### config.mk
export PLATFORM = sky130hd
export DESIGN_NAME = clock_control_top
export DESIGN_NICKNAME = d
export VERILOG_FILES = /design/src/shared/clkctl_pkg.sv /design/src/shared/cpu_clk_cfg_if.sv /design/src/hdl/vco_code_rom.sv /design/src/hdl/cpu_clock_gen.sv /design/src/hdl/clock_control_top.sv
export VERILOG_INCLUDE_DIRS = /design/src /design/src/shared
export SDC_FILE = /design/constraint.sdc
export NUM_CORES = 1
export LEC_CHECK = 0
export BUFFER_PORTS_ARGS = -buffer_cell sky130_fd_sc_hd__buf_2
export CAP_MARGIN = 20
export CORE_MARGIN = 3
export CORE_UTILIZATION = 25
export CTS_CLUSTER_SIZE = 40
export DETAILED_ROUTE_END_ITERATION = 10
export PLACE_DENSITY = 0.51
export SLEW_MARGIN = 40
export SYNTH_ARGS = -nofsm -noshare
export SYNTH_HDL_FRONTEND = slang
export SYNTH_SLANG_ARGS = --single-unit
### constraint.sdc
create_clock -name clk -period 3.25 [get_ports clk]
set_clock_uncertainty 0.05 [all_clocks]
set_input_delay 0.325 -clock clk [delete_from_list [all_inputs] [get_ports clk]]
set_output_delay 0.325 -clock clk [all_outputs]
set_load 0.02 [all_outputs]
### src/shared/clkctl_consts.svh
// Register indices, field positions, reset values, divider codes and VCO table settings
`ifndef CLKCTL_CONSTS_SVH
`define CLKCTL_CONSTS_SVH

`define IDX_CPU_CLOCK_CONFIG     16'hFF73
`define IDX_PLL_MULTIPLIER_CTRL  16'hFF9E
`define IDX_SYSTEM_CLOCK_CTRL    16'hFF9F

`define CFG_MODSEL_BIT           7
`define CFG_WAIT_MSB             6
`define CFG_WAIT_LSB             4
`define CFG_DIV_MSB              3
`define CFG_DIV_LSB              1
`define CFG_SHADOW_BIT           0

`define MUL_MODE_BIT             7
`define MUL_CODE_MSB             6
`define MUL_CODE_LSB             0

`define SYS_PLL_POWER_BIT        7
`define SYS_PLL_SELECT_BIT       6
`define SYS_XTAL_MSB             1
`define SYS_XTAL_LSB             0
`define SYS_WRITABLE_MASK        8'hC3

`define RST_CPU_CLOCK_CONFIG     8'h00
`define RST_PLL_MULTIPLIER_CTRL  8'h00
`define RST_SYSTEM_CLOCK_CTRL    8'h02

`define REF_DIV_CODE0            7'h10
`define REF_DIV_CODE1            7'h16
`define REF_DIV_CODE2            7'h20
`define REF_DIV_CODE3            7'h40
`define POST_DIV_MODE0           3'h4
`define POST_DIV_MODE1           3'h2

`define VCO_FIRST_CODE           7'h02
`define VCO_FIRST_MHZ            8'h03
`define VCO_ENTRIES              126

`endif

### src/shared/clkctl_pkg.sv
// Types shared by the clock control design files
package clkctl_pkg;

  typedef enum logic [2:0] {
    RATIO_1   = 3'b000,
    RATIO_1P5 = 3'b001,
    RATIO_2   = 3'b010,
    RATIO_3   = 3'b011,
    RATIO_4   = 3'b100
  } ratio_t;

  typedef logic [127:0][7:0] freq_table_t;

  // Codes walk a 7-bit shift sequence with feedback from bits 6 and 3
  function automatic freq_table_t build_freq_table(
    input logic [6:0] first_code,
    input logic [7:0] first_mhz,
    input int         entries
  );
    freq_table_t t;
    logic [6:0]  x;
    logic [7:0]  f;
    t = '0;
    x = first_code;
    f = first_mhz;
    for (int i = 0; i < entries; i++) begin
      t[x] = f;
      x    = {x[5:0], x[6] ^ x[3]};
      f    = f + 8'h01;
    end
    return t;
  endfunction

endpackage

### src/shared/cpu_clk_cfg_if.sv
// Divider and wait settings passed from the registers to the clock generator
`timescale 1ns/1ns
interface cpu_clk_cfg_if;
  logic [2:0] div_code;
  logic [2:0] wait_count;
  modport src (output div_code, output wait_count);
  modport gen (input div_code, input wait_count);
endinterface // cpu_clk_cfg_if

### src/hdl/vco_code_rom.sv
// Multiplier code to VCO frequency table with registered read
`timescale 1ns/1ns
`include "clkctl_consts.svh"
module vco_code_rom
  import clkctl_pkg::*;
(
  // Clock and reset
  input  wire logic       clk,
  input  wire logic       nrst,
  // Lookup
  input  wire logic [6:0] code,
  output logic      [7:0] mhz_q
);

  localparam freq_table_t TABLE = build_freq_table(`VCO_FIRST_CODE,
                                                   `VCO_FIRST_MHZ,
                                                   `VCO_ENTRIES);

  logic [7:0] mhz_d;

  // Codes outside the sequence read as zero
  always_comb begin
    mhz_d = TABLE[code];
  end

  always_ff @(posedge clk or negedge nrst) begin
    if (!nrst) begin
      mhz_q <= 8'h00;
    end else begin
      mhz_q <= mhz_d;
    end
  end

endmodule // vco_code_rom

### src/hdl/cpu_clock_gen.sv
// Sub-CPU clock divider and wait state generator
`timescale 1ns/1ns
`include "clkctl_consts.svh"
module cpu_clock_gen
  import clkctl_pkg::*;
(
  // Clock and reset
  input  wire logic   clk,
  input  wire logic   nrst,
  // Settings
  cpu_clk_cfg_if.gen  cfg,
  // Sub-CPU side
  input  wire logic   mem_req,
  output logic        cpu_clk_q,
  output logic        cpu_clk_gated_q,
  output logic        cpu_ready_q
);

  ratio_t     ratio_q, ratio_d;
  logic [1:0] phase_q, phase_d;
  logic [1:0] last;
  logic [2:0] wait_q,  wait_d;
  logic       clk_d, gated_d, ready_d;
  ratio_t     ratio_req;

  // Undefined codes above divide-by-4 fall back to divide-by-4
  always_comb begin
    unique case (cfg.div_code)
      3'b000:  ratio_req = RATIO_1;
      3'b001:  ratio_req = RATIO_1P5;
      3'b010:  ratio_req = RATIO_2;
      3'b011:  ratio_req = RATIO_3;
      default: ratio_req = RATIO_4;
    endcase
  end

  always_comb begin
    unique case (ratio_q)
      RATIO_1:   last = 2'd0;
      RATIO_1P5: last = 2'd2;
      RATIO_2:   last = 2'd1;
      RATIO_3:   last = 2'd2;
      RATIO_4:   last = 2'd3;
      default:   last = 2'd0;
    endcase
    ratio_d = ratio_q;
    phase_d = phase_q + 2'd1;
    // A new ratio is taken only at a period boundary, so no short pulse
    if (phase_q == last) begin // [RQ15]
      phase_d = 2'd0;
      ratio_d = ratio_req;
    end
    // Ratios 1 and 1.5 gate sysclk, so the pulse is its high phase
    gated_d = (ratio_d == RATIO_1) || (ratio_d == RATIO_1P5); // [RQ4]
    if (ratio_d == RATIO_1P5) begin
      clk_d = (phase_d != 2'd2); // [RQ3] [RQ4]
    end else if (ratio_d == RATIO_1) begin
      clk_d = 1'b1; // [RQ3]
    end else begin
      clk_d = (phase_d == 2'd0); // [RQ3] [RQ5]
    end
  end

  // Waits hold ready low for whole sub-CPU cycles; the clock never stretches
  always_comb begin
    wait_d  = wait_q;
    if (mem_req) begin
      wait_d = cfg.wait_count; // [RQ2]
    end else if (clk_d && wait_q != 3'd0) begin
      wait_d = wait_q - 3'd1; // [RQ1]
    end
    ready_d = (wait_d == 3'd0); // [RQ1] [RQ2]
  end

  always_ff @(posedge clk or negedge nrst) begin
    if (!nrst) begin
      ratio_q         <= RATIO_1;
      phase_q         <= 2'd0;
      wait_q          <= 3'd0;
      cpu_clk_q       <= 1'b0;
      cpu_clk_gated_q <= 1'b1;
      cpu_ready_q     <= 1'b1;
    end else begin
      ratio_q         <= ratio_d;
      phase_q         <= phase_d;
      wait_q          <= wait_d;
      cpu_clk_q       <= clk_d;
      cpu_clk_gated_q <= gated_d;
      cpu_ready_q     <= ready_d;
    end
  end

endmodule // cpu_clock_gen

### src/hdl/clock_control_top.sv
// System and sub-CPU clock control with its register slave
//
// Functional notes
// RQ1: Wait states never disturb sub-CPU clock timing.
// RQ2: Wait field bits 6:4 give 0-7 waits.
// RQ3: Divider bits 3:1 give ratios 1,1.5,2,3,4.
// RQ4: Ratios 1 and 1.5 pulse equals sysclk high.
// RQ5: Ratios 2,3,4 pulse high one sysclk cycle.
// RQ6: Bit 0 copies register writes into buffer RAM.
// RQ7: Bit 7 PLL power, bit 6 clock source; default 0.
// RQ8: Bit 6 set selects PLL multiplier clock.
// RQ9: Software avoids rewriting source bit after one.
// RQ10: Crystal field selects reference divider 16/22/32/64.
// RQ11: Crystal field resets to code 10, divide 32.
// RQ12: Seven-bit code maps to VCO MHz by table.
// RQ13: Multiplier bit 7 is separate mode bit.
// RQ14: Mode 0 divides VCO by 4, 1 by 2.
// RQ15: Switching never produces short clock pulses.
`timescale 1ns/1ns
`include "clkctl_consts.svh"
module clock_control_top
  import clkctl_pkg::*;
(
  // Clock and reset
  input  wire logic        clk,
  input  wire logic        nrst,
  // Avalon-MM slave, word addressed
  input  wire logic [15:0] address,
  input  wire logic        read,
  input  wire logic        write,
  input  wire logic [31:0] writedata,
  input  wire logic [3:0]  byteenable,
  output logic      [31:0] readdata,
  output logic             waitrequest,
  // Sub-CPU clock and wait states
  input  wire logic        cpu_mem_req,
  output logic             cpu_clk_q,
  output logic             cpu_clk_gated_q,
  output logic             cpu_ready_q,
  // PLL and system clock controls
  output logic             pll_power_q,
  output logic             sys_clk_from_pll_q,
  output logic      [6:0]  ref_divide_q,
  output logic      [6:0]  mult_code_q,
  output logic      [2:0]  post_divide_q,
  output logic      [7:0]  vco_mhz_q,
  // Buffer RAM shadow of register writes
  output logic             shadow_we_q,
  output logic      [15:0] shadow_addr_q,
  output logic      [7:0]  shadow_data_q
);

  cpu_clk_cfg_if cfg_bus ();

  logic [7:0]  cpu_cfg_q,  cpu_cfg_d;
  logic [7:0]  mul_ctl_q,  mul_ctl_d;
  logic [7:0]  sys_ctl_q,  sys_ctl_d;
  logic        wait_q,     wait_d;
  logic [31:0] rdata_q,    rdata_d;
  logic        shadow_we_d;
  logic [15:0] shadow_addr_d;
  logic [7:0]  shadow_data_d;
  logic [6:0]  ref_div_d;
  logic [2:0]  post_div_d;
  logic        pll_power_d;
  logic        src_pll_d;
  logic [6:0]  mult_code_d;
  logic        hit_cfg, hit_mul, hit_sys;
  logic        do_write;
  logic [7:0]  sel_data;

  // Register bus
  always_comb begin
    hit_cfg  = (address == `IDX_CPU_CLOCK_CONFIG);
    hit_mul  = (address == `IDX_PLL_MULTIPLIER_CTRL);
    hit_sys  = (address == `IDX_SYSTEM_CLOCK_CTRL);
    // A write lands on the edge where waitrequest is seen low
    do_write = write && !wait_q && byteenable[0];
    if (hit_cfg) begin
      sel_data = cpu_cfg_q;
    end else if (hit_mul) begin
      sel_data = mul_ctl_q;
    end else if (hit_sys) begin
      sel_data = sys_ctl_q & `SYS_WRITABLE_MASK;
    end else begin
      sel_data = 8'h00;
    end
    wait_d  = 1'b1;
    rdata_d = rdata_q;
    if ((read || write) && wait_q) begin
      wait_d = 1'b0;
      if (read) begin
        rdata_d = {24'h000000, sel_data};
      end
    end
  end

  // Register contents
  always_comb begin
    cpu_cfg_d = cpu_cfg_q;
    mul_ctl_d = mul_ctl_q;
    sys_ctl_d = sys_ctl_q;
    if (do_write && hit_cfg) begin
      cpu_cfg_d = writedata[7:0]; // [RQ2] [RQ3] [RQ6]
    end
    if (do_write && hit_mul) begin
      mul_ctl_d = writedata[7:0]; // [RQ12] [RQ13]
    end
    if (do_write && hit_sys) begin
      sys_ctl_d = writedata[7:0] & `SYS_WRITABLE_MASK; // [RQ7] [RQ8]
    end
  end

  // Shadow copy uses the setting in force before this write
  always_comb begin
    shadow_we_d   = 1'b0;
    shadow_addr_d = shadow_addr_q;
    shadow_data_d = shadow_data_q;
    if (do_write && (hit_cfg || hit_mul || hit_sys)
        && cpu_cfg_q[`CFG_SHADOW_BIT]) begin // [RQ6]
      shadow_we_d   = 1'b1;
      shadow_addr_d = address;
      shadow_data_d = writedata[7:0];
    end
  end

  // Derived PLL and source controls from the settings
  always_comb begin
    unique case (sys_ctl_q[`SYS_XTAL_MSB:`SYS_XTAL_LSB])
      2'b00: ref_div_d = `REF_DIV_CODE0; // [RQ10]
      2'b01: ref_div_d = `REF_DIV_CODE1; // [RQ10]
      2'b10: ref_div_d = `REF_DIV_CODE2; // [RQ10] [RQ11]
      2'b11: ref_div_d = `REF_DIV_CODE3; // [RQ10]
    endcase
    if (mul_ctl_q[`MUL_MODE_BIT]) begin
      post_div_d = `POST_DIV_MODE1; // [RQ14]
    end else begin
      post_div_d = `POST_DIV_MODE0; // [RQ14]
    end
    pll_power_d = sys_ctl_q[`SYS_PLL_POWER_BIT]; // [RQ7]
    src_pll_d   = sys_ctl_q[`SYS_PLL_SELECT_BIT]; // [RQ7] [RQ8]
    mult_code_d = mul_ctl_q[`MUL_CODE_MSB:`MUL_CODE_LSB]; // [RQ13]
  end

  // Bus handshake state
  always_ff @(posedge clk or negedge nrst) begin
    if (!nrst) begin
      wait_q  <= 1'b1;
      rdata_q <= 32'h00000000;
    end else begin
      wait_q  <= wait_d;
      rdata_q <= rdata_d;
    end
  end

  // Register contents
  always_ff @(posedge clk or negedge nrst) begin
    if (!nrst) begin
      cpu_cfg_q <= `RST_CPU_CLOCK_CONFIG;
      mul_ctl_q <= `RST_PLL_MULTIPLIER_CTRL;
      sys_ctl_q <= `RST_SYSTEM_CLOCK_CTRL; // [RQ7] [RQ11]
    end else begin
      cpu_cfg_q <= cpu_cfg_d;
      mul_ctl_q <= mul_ctl_d;
      sys_ctl_q <= sys_ctl_d;
    end
  end

  // Shadow write port
  always_ff @(posedge clk or negedge nrst) begin
    if (!nrst) begin
      shadow_we_q   <= 1'b0;
      shadow_addr_q <= 16'h0000;
      shadow_data_q <= 8'h00;
    end else begin
      shadow_we_q   <= shadow_we_d;
      shadow_addr_q <= shadow_addr_d;
      shadow_data_q <= shadow_data_d;
    end
  end

  // Derived outputs lag the registers by one cycle
  always_ff @(posedge clk or negedge nrst) begin
    if (!nrst) begin
      pll_power_q        <= 1'b0;
      sys_clk_from_pll_q <= 1'b0;
      ref_divide_q       <= `REF_DIV_CODE2;
      mult_code_q        <= 7'h00;
      post_divide_q      <= `POST_DIV_MODE0;
    end else begin
      pll_power_q        <= pll_power_d;
      sys_clk_from_pll_q <= src_pll_d;
      ref_divide_q       <= ref_div_d;
      mult_code_q        <= mult_code_d;
      post_divide_q      <= post_div_d;
    end
  end

  assign readdata    = rdata_q;
  assign waitrequest = wait_q;

  assign cfg_bus.div_code   = cpu_cfg_q[`CFG_DIV_MSB:`CFG_DIV_LSB];
  assign cfg_bus.wait_count = cpu_cfg_q[`CFG_WAIT_MSB:`CFG_WAIT_LSB];

  cpu_clock_gen cpu_clock_gen_i (
    .clk             (clk),
    .nrst            (nrst),
    .cfg             (cfg_bus.gen),
    .mem_req         (cpu_mem_req),
    .cpu_clk_q       (cpu_clk_q),
    .cpu_clk_gated_q (cpu_clk_gated_q),
    .cpu_ready_q     (cpu_ready_q)
  );

  // Table lookup follows the code register by one cycle
  vco_code_rom vco_code_rom_i (
    .clk   (clk),
    .nrst  (nrst),
    .code  (mul_ctl_q[`MUL_CODE_MSB:`MUL_CODE_LSB]), // [RQ12]
    .mhz_q (vco_mhz_q)
  );

endmodule // clock_control_top

* Word level (Yosys, flattened, before mapping) *
Memories as Yosys holds them, arrays and structs flattened. A register that Yosys moved wholly into a read port is not among the register bits.
Cells that the tools add are included.
W data, S select, Z words.

storage, ports and cells
  flip-flop bits (word level) = 84
  ROM bits = 1,024
  memories = 1
  input bits = 57
  output and inout port bits = 88
  word-level logic and storage cells = 76

operators by class
  reductions and logical operators = 23
  equality and inequality tests = 16
  mux-type cells = 15
  $add $sub $neg = 2

memories
  name              words  bits a word  rd ports  clocked after Yosys merged registers in  wr ports  RTL line            text
  (name not given)  128    8            1         1                                        0         vco_code_rom.sv:23  mhz_d = TABLE[code];

operator list
  cell                    number
  $eq A16 B16 Y1 const B  3
  $pmux W7 S4             1
  $mux W8                 3
  $eq A3 B2 Y1 const B    4
  $mux W3                 4
  $pmux W3 S4             1
  $eq A3 B1 Y1 const B    3
  $logic_and A1 B1 Y1     9
  $logic_not A3 Y1        3
  $pmux W2 S3             1
  $eq A2 B2 Y1 const B    2
  $logic_not A2 Y1        2
  $logic_or A1 B1 Y1      4
  $mux W1                 4
  $eq A3 B3 Y1 const B    1
  $reduce_bool A3 Y1      1
  $sub A3 B1 Y3 const B   1
  $add A2 B1 Y2 const B   1
  $eq A2 B1 Y1 const B    1
  $eq A2 B2 Y1            1
  $logic_not A1 Y1        2
  $mux W2                 1
  $ne A2 B2 Y1 const B    1
  $reduce_and A2 Y1       1
  $reduce_or A2 Y1        1

* Depth between registers and ports, before layout *
  depth in word-level cells = 12
  mapped depth = 9

* Cells and area by module *
A second synthesis with hierarchy kept.

second synthesis, totals
  cells, all modules = 587
  area total of the unflattened synthesis = 5,734.2 µm²

by module, submodules not included
  module             instances  cells an instance  area an instance (µm²)
  clock_control_top  1          216                2,879.0
  vco_code_rom       1          275                1,941.9
  cpu_clock_gen      1          96                 913.4

* Worst setup path after synthesis *
No wires, ideal clock.

  path kind = register to register
  start point = register mul_ctl_q[1]
  end point = register vco_code_rom_i.mhz_q[5]
  clock period less this slack = 2.468 ns
  setup slack = 0.782 ns
  arrival time = 2.298 ns
  setup time = 0.120 ns
  cell stages (with the launch flop) = 9
  data required time = 3.080 ns
  cell sequence = dfrtp_1 > clkbuf_1 > inv_1 > ha_1 > mux2_2 > mux4_2 > o21ai_0 > a31oi_1 > a31o_2

RTL lines
  what                      RTL line                  text
  start: declaration        clock_control_top.sv:56   logic [7:0] mul_ctl_q, mul_ctl_d;
  start signal: assignment  clock_control_top.sv:160  mul_ctl_q <= `RST_PLL_MULTIPLIER_CTRL;
  start signal: assignment  clock_control_top.sv:164  mul_ctl_q <= mul_ctl_d;
  end: declaration          vco_code_rom.sv:12        output logic [7:0] mhz_q

==> flow_metrics.py <==
metrics = {
    "status": {
        "status": "finished, final reports clean",
    },
    "synth": {
        "synth.ff_latch_count": 88,
        "yosys.area.top_type": "dfrtp_1",
        "async_flop_share_pct": 100.0,
        "synthDistinctLibCells": 69,
        "yosysSeqAreaShare_pct": 40.75,
        "synth_cells": 555,
        "syn-cell-area_mm2": 0.005423,
        "synth_edf_count": 0,
        "synth_top_area_share_pct": 37.84,
        "ys.flop_type": "dfrtp_1",
        "syn_area_per_cell_um2": 9.771,
        "yosysWarnings": 0,
        "netlist_top_cells_area": "dfrtp_1, mux2_2, buf_4",
    },
    "grt": {
        "grt_pass1_wl_mm": 23.60,
        "globalRouteTotalUtil_pct": 12.27,
        "antenna_found_initial": 0,
        "grt_pass1_vias": 4205,
        "grt_max_degree": 41,
        "grt-ovfl-total": 0,
    },
    "setup_path": {
        "worst_setup_path_end_kind": "flip-flop",
        "critical_path.startpoint_type": "flip-flop",
        "required_ns": 3.42,
        "worstPathMaxFanout": 19,
        "critical_path_arrival_ns": 2.76,
        "ff2ff_setup_slack_ns": 0.66,
        "critPathKind": "flip-flop to flip-flop",
    },
    "finish": {
        "drive_gt1_share_pct": 31.02,
        "layout.nets": 704,
        "final_cells": 910,
        "antenna_cells": 0,
        "n_fill_cell": 2226,
        "final_util_pct": 29.88,
        "area_delta_synth_final_pct": 16.54,
    },
    "power": {
        "ir_worst_vdd_v": 0.0002543,
        "powerDensity_mw_per_mm2": 393.6,
        "intPower_mw": 1.845,
        "seq_power_share_pct": 46.6,
        "p_switching_mw": 0.6425,
        "power_mw": 2.487,
        "clockPowerShare_pct": 41.4,
        "switching_share_pct": 25.83,
        "leakagePower_nw": 2.909,
        "combPwrFrac_pct": 12.0,
    },
    "sta": {
        "rsz0062_at_grt": "no",
        "relSlewSlack_pct": 47.48,
        "fmax_ghz": 0.3854,
        "fin_crit_ns": 2.595,
        "finalCritPeriodShare_pct": 79.83,
        "finalMaxSlewViolations": 0,
        "hold_viol": 0,
        "setup_viol": 0,
        "tns_ns": 0,
        "tightest_slew_ns": 0.7878,
    },
    "placed_design": {
        "port_buffers": 90,
        "hpwlAfterDp_mm": 10.38,
        "place_inst": 893,
        "gp_congestion": 0.8362,
    },
    "routing": {
        "drc": 0,
        "drtIter0Drc": 380,
        "wirelength_mm": 14.61,
        "drt_first_pass_iters": 5,
        "wire_per_inst_um": 16.05,
        "viasPerCell": 4.819,
        "route.vias.total": 4385,
        "antenna_left": 0,
    },
    "floorplanning": {
        "die_y_um": 153.3,
        "num_io_pins": 145,
        "initial_core_util_pct": 25.63,
        "placementRows": 53,
        "coreArea_mm2": 0.02115,
        "die_w_um": 153.3,
        "die-area_mm2": 0.02349,
    },
    "job": {
        "cap_violations": 0,
    },
    "min_path": {
        "min_path_type": "input port to flip-flop",
    },
    "clocking": {
        "cts_tree": "done",
        "htreeDepth": 3,
        "cts_buffers": 9,
        "cts_buffer_depth": 2,
        "post_cts_resized": 0,
        "clock-sinks": 88,
        "clock_latency_ns": 0.34,
        "clk_pin_slew_worst_paths_ns": 0.06,
        "clock_tree.root_cell": "clkbuf_16",
    },
}
-- final timing paths --
kind | from | to | cells after the start
worst max-delay path | mul_ctl_q[2]$_DFFE_PN0P_ | vco_code_rom_i.mhz_q[4]$_DFF_PN0_ | 6
worst min-delay path | write | waitrequest$_DFF_PN1_ | 2
worst max register to register | mul_ctl_q[2]$_DFFE_PN0P_ | vco_code_rom_i.mhz_q[4]$_DFF_PN0_ | 6
worst min register to register | mul_ctl_q[7]$_DFFE_PN0P_ | post_divide_q[1]$_DFF_PN0_ | 0
max in group asynchronous | nrst | sys_ctl_q[1]$_DFFE_PN1P_ | 3
min in group asynchronous | nrst | shadow_addr_q[13]$_DFFE_PN0P_ | 2
-- timing repair --
action / CTS / global route
endpoints found under the hold margin: 37 / 0
buffers inserted: 0 / 0
hold buffers: 1 / 0
setup endpoints to repair: 0 / 0
-- layout make-up --
class / count / area [um^2] / area share, %
repair buffers: 110 / 605.6 / 9.582
flip-flops and latches: 88 / 2212 / 35.00
clock buffers: 10 / 229.0 / 3.623
multi-input cells: 403 / 2794 / 44.21
well taps: 275 / 344.1 / 5.444
inverters: 18 / 67.56 / 1.069
clock inverters: 6 / 67.56 / 1.069
-- power by group through the flow --
stage               Combinational (mW)  Clock (mW)  Sequential [mW]
floorplan                        0.190           0             1.21
global placement                 0.300           0             1.18
detailed placement               0.301           0             1.18
CTS                              0.303        1.09             1.16
global route                     0.331        1.13             1.16
finish                           0.298        1.03             1.16
-- synth_stat cells, types with 4 or more instances --
master	instances
mux2i_1	8
dfrtp_1	82
nor2b_1	8
o211ai_1	15
nor3_1	5
buf_6	4
ha_1	17
o22ai_1	4
xnor2_1	4
o21ai_0	32
o31ai_1	5
nor2_1	43
dfstp_2	6
a211oi_1	13
buf_1	6
a31oi_1	5
inv_1	17
or2_2	11
o311ai_0	4
a311o_1	5
mux2_4	4
clkbuf_1	11
buf_4	34
mux2_2	31
a21oi_1	24
nand3_1	11
a221oi_1	9
nand2_1	44
buf_2	16
and2_1	6
mux4_2	4
nand2b_1	13
-- per-layer routing --
metal,global-route usage (%),vias to the layer above,share of wire (%)
li1,-,2095,-
met1,17.92,2119,48
met2,17.79,152,44
met3,3.369,19,6.3
met4,3.352,0,1.7
met5,0,-,0
-- metrics by stage --
step	hold slack, ns	area (um^2)	setup slack [ns]
CTS	0.08624	6320	0.6770
finish	0.1010	6320	0.6555
floorplan	-0.02059	5520	0.7823
global placement	0.2909	6013	0.6933
detailed placement	0.2896	6013	0.6942
global route	0.1226	6320	0.4173
-- critical path, stage by stage, from the launching register on --
cell and delay (ns):
dfrtp_2 0.58, clkinv_1 0.60, ha_1 0.44, o21ai_0 0.18, a31oi_1 0.14, o31a_1 0.13
a311o_1 0.33
-- state kept, by name, summed over array words and instances, names as in the netlist, 2 cells and up --
signal and cells:
cpu_clock_gen_i.phase_q 2, mult_code_q 7, cpu_clock_gen_i.ratio_q 3, readdata 8
cpu_clock_gen_i.wait_q 3, post_divide_q 2, sys_ctl_q 4, mul_ctl_q 8
cpu_cfg_q 8, shadow_addr_q 16, vco_code_rom_i.mhz_q 8, shadow_data_q 8
ref_divide_q 4
-- logic make-up after synthesis --
family,count (synthesis),share of synthesized area (%)
xor+xnor,7,1.131
flops,88,40.75
buf+inv,90,9.529
mux,47,10.68
compound gates,145,18.97
fa+ha+maj,17,3.922
other cells,1,0.06915
simple gates,160,14.95
-- cells in the final DEF, fill, tap and decap left out, drive strengths merged, types with 4 or more instances in the layout --
cell    count
o21ai      32
nand2      45
o22ai       4
clkbuf     10
dfstp       6
mux4        4
inv        18
o31ai       5
nor2b       8
buf       109
conb       27
nor2       44
nor3        6
dfrtp      82
o211ai     15
a221oi     10
and2        6
a21oi      25
mux2i       8
or2        11
mux2       35
o311ai      4
a31oi       5
a211oi     14
a311o       5
ha         17
nand3      11
nand2b     13
xnor2       4
(Power assumes the default switching activity.)
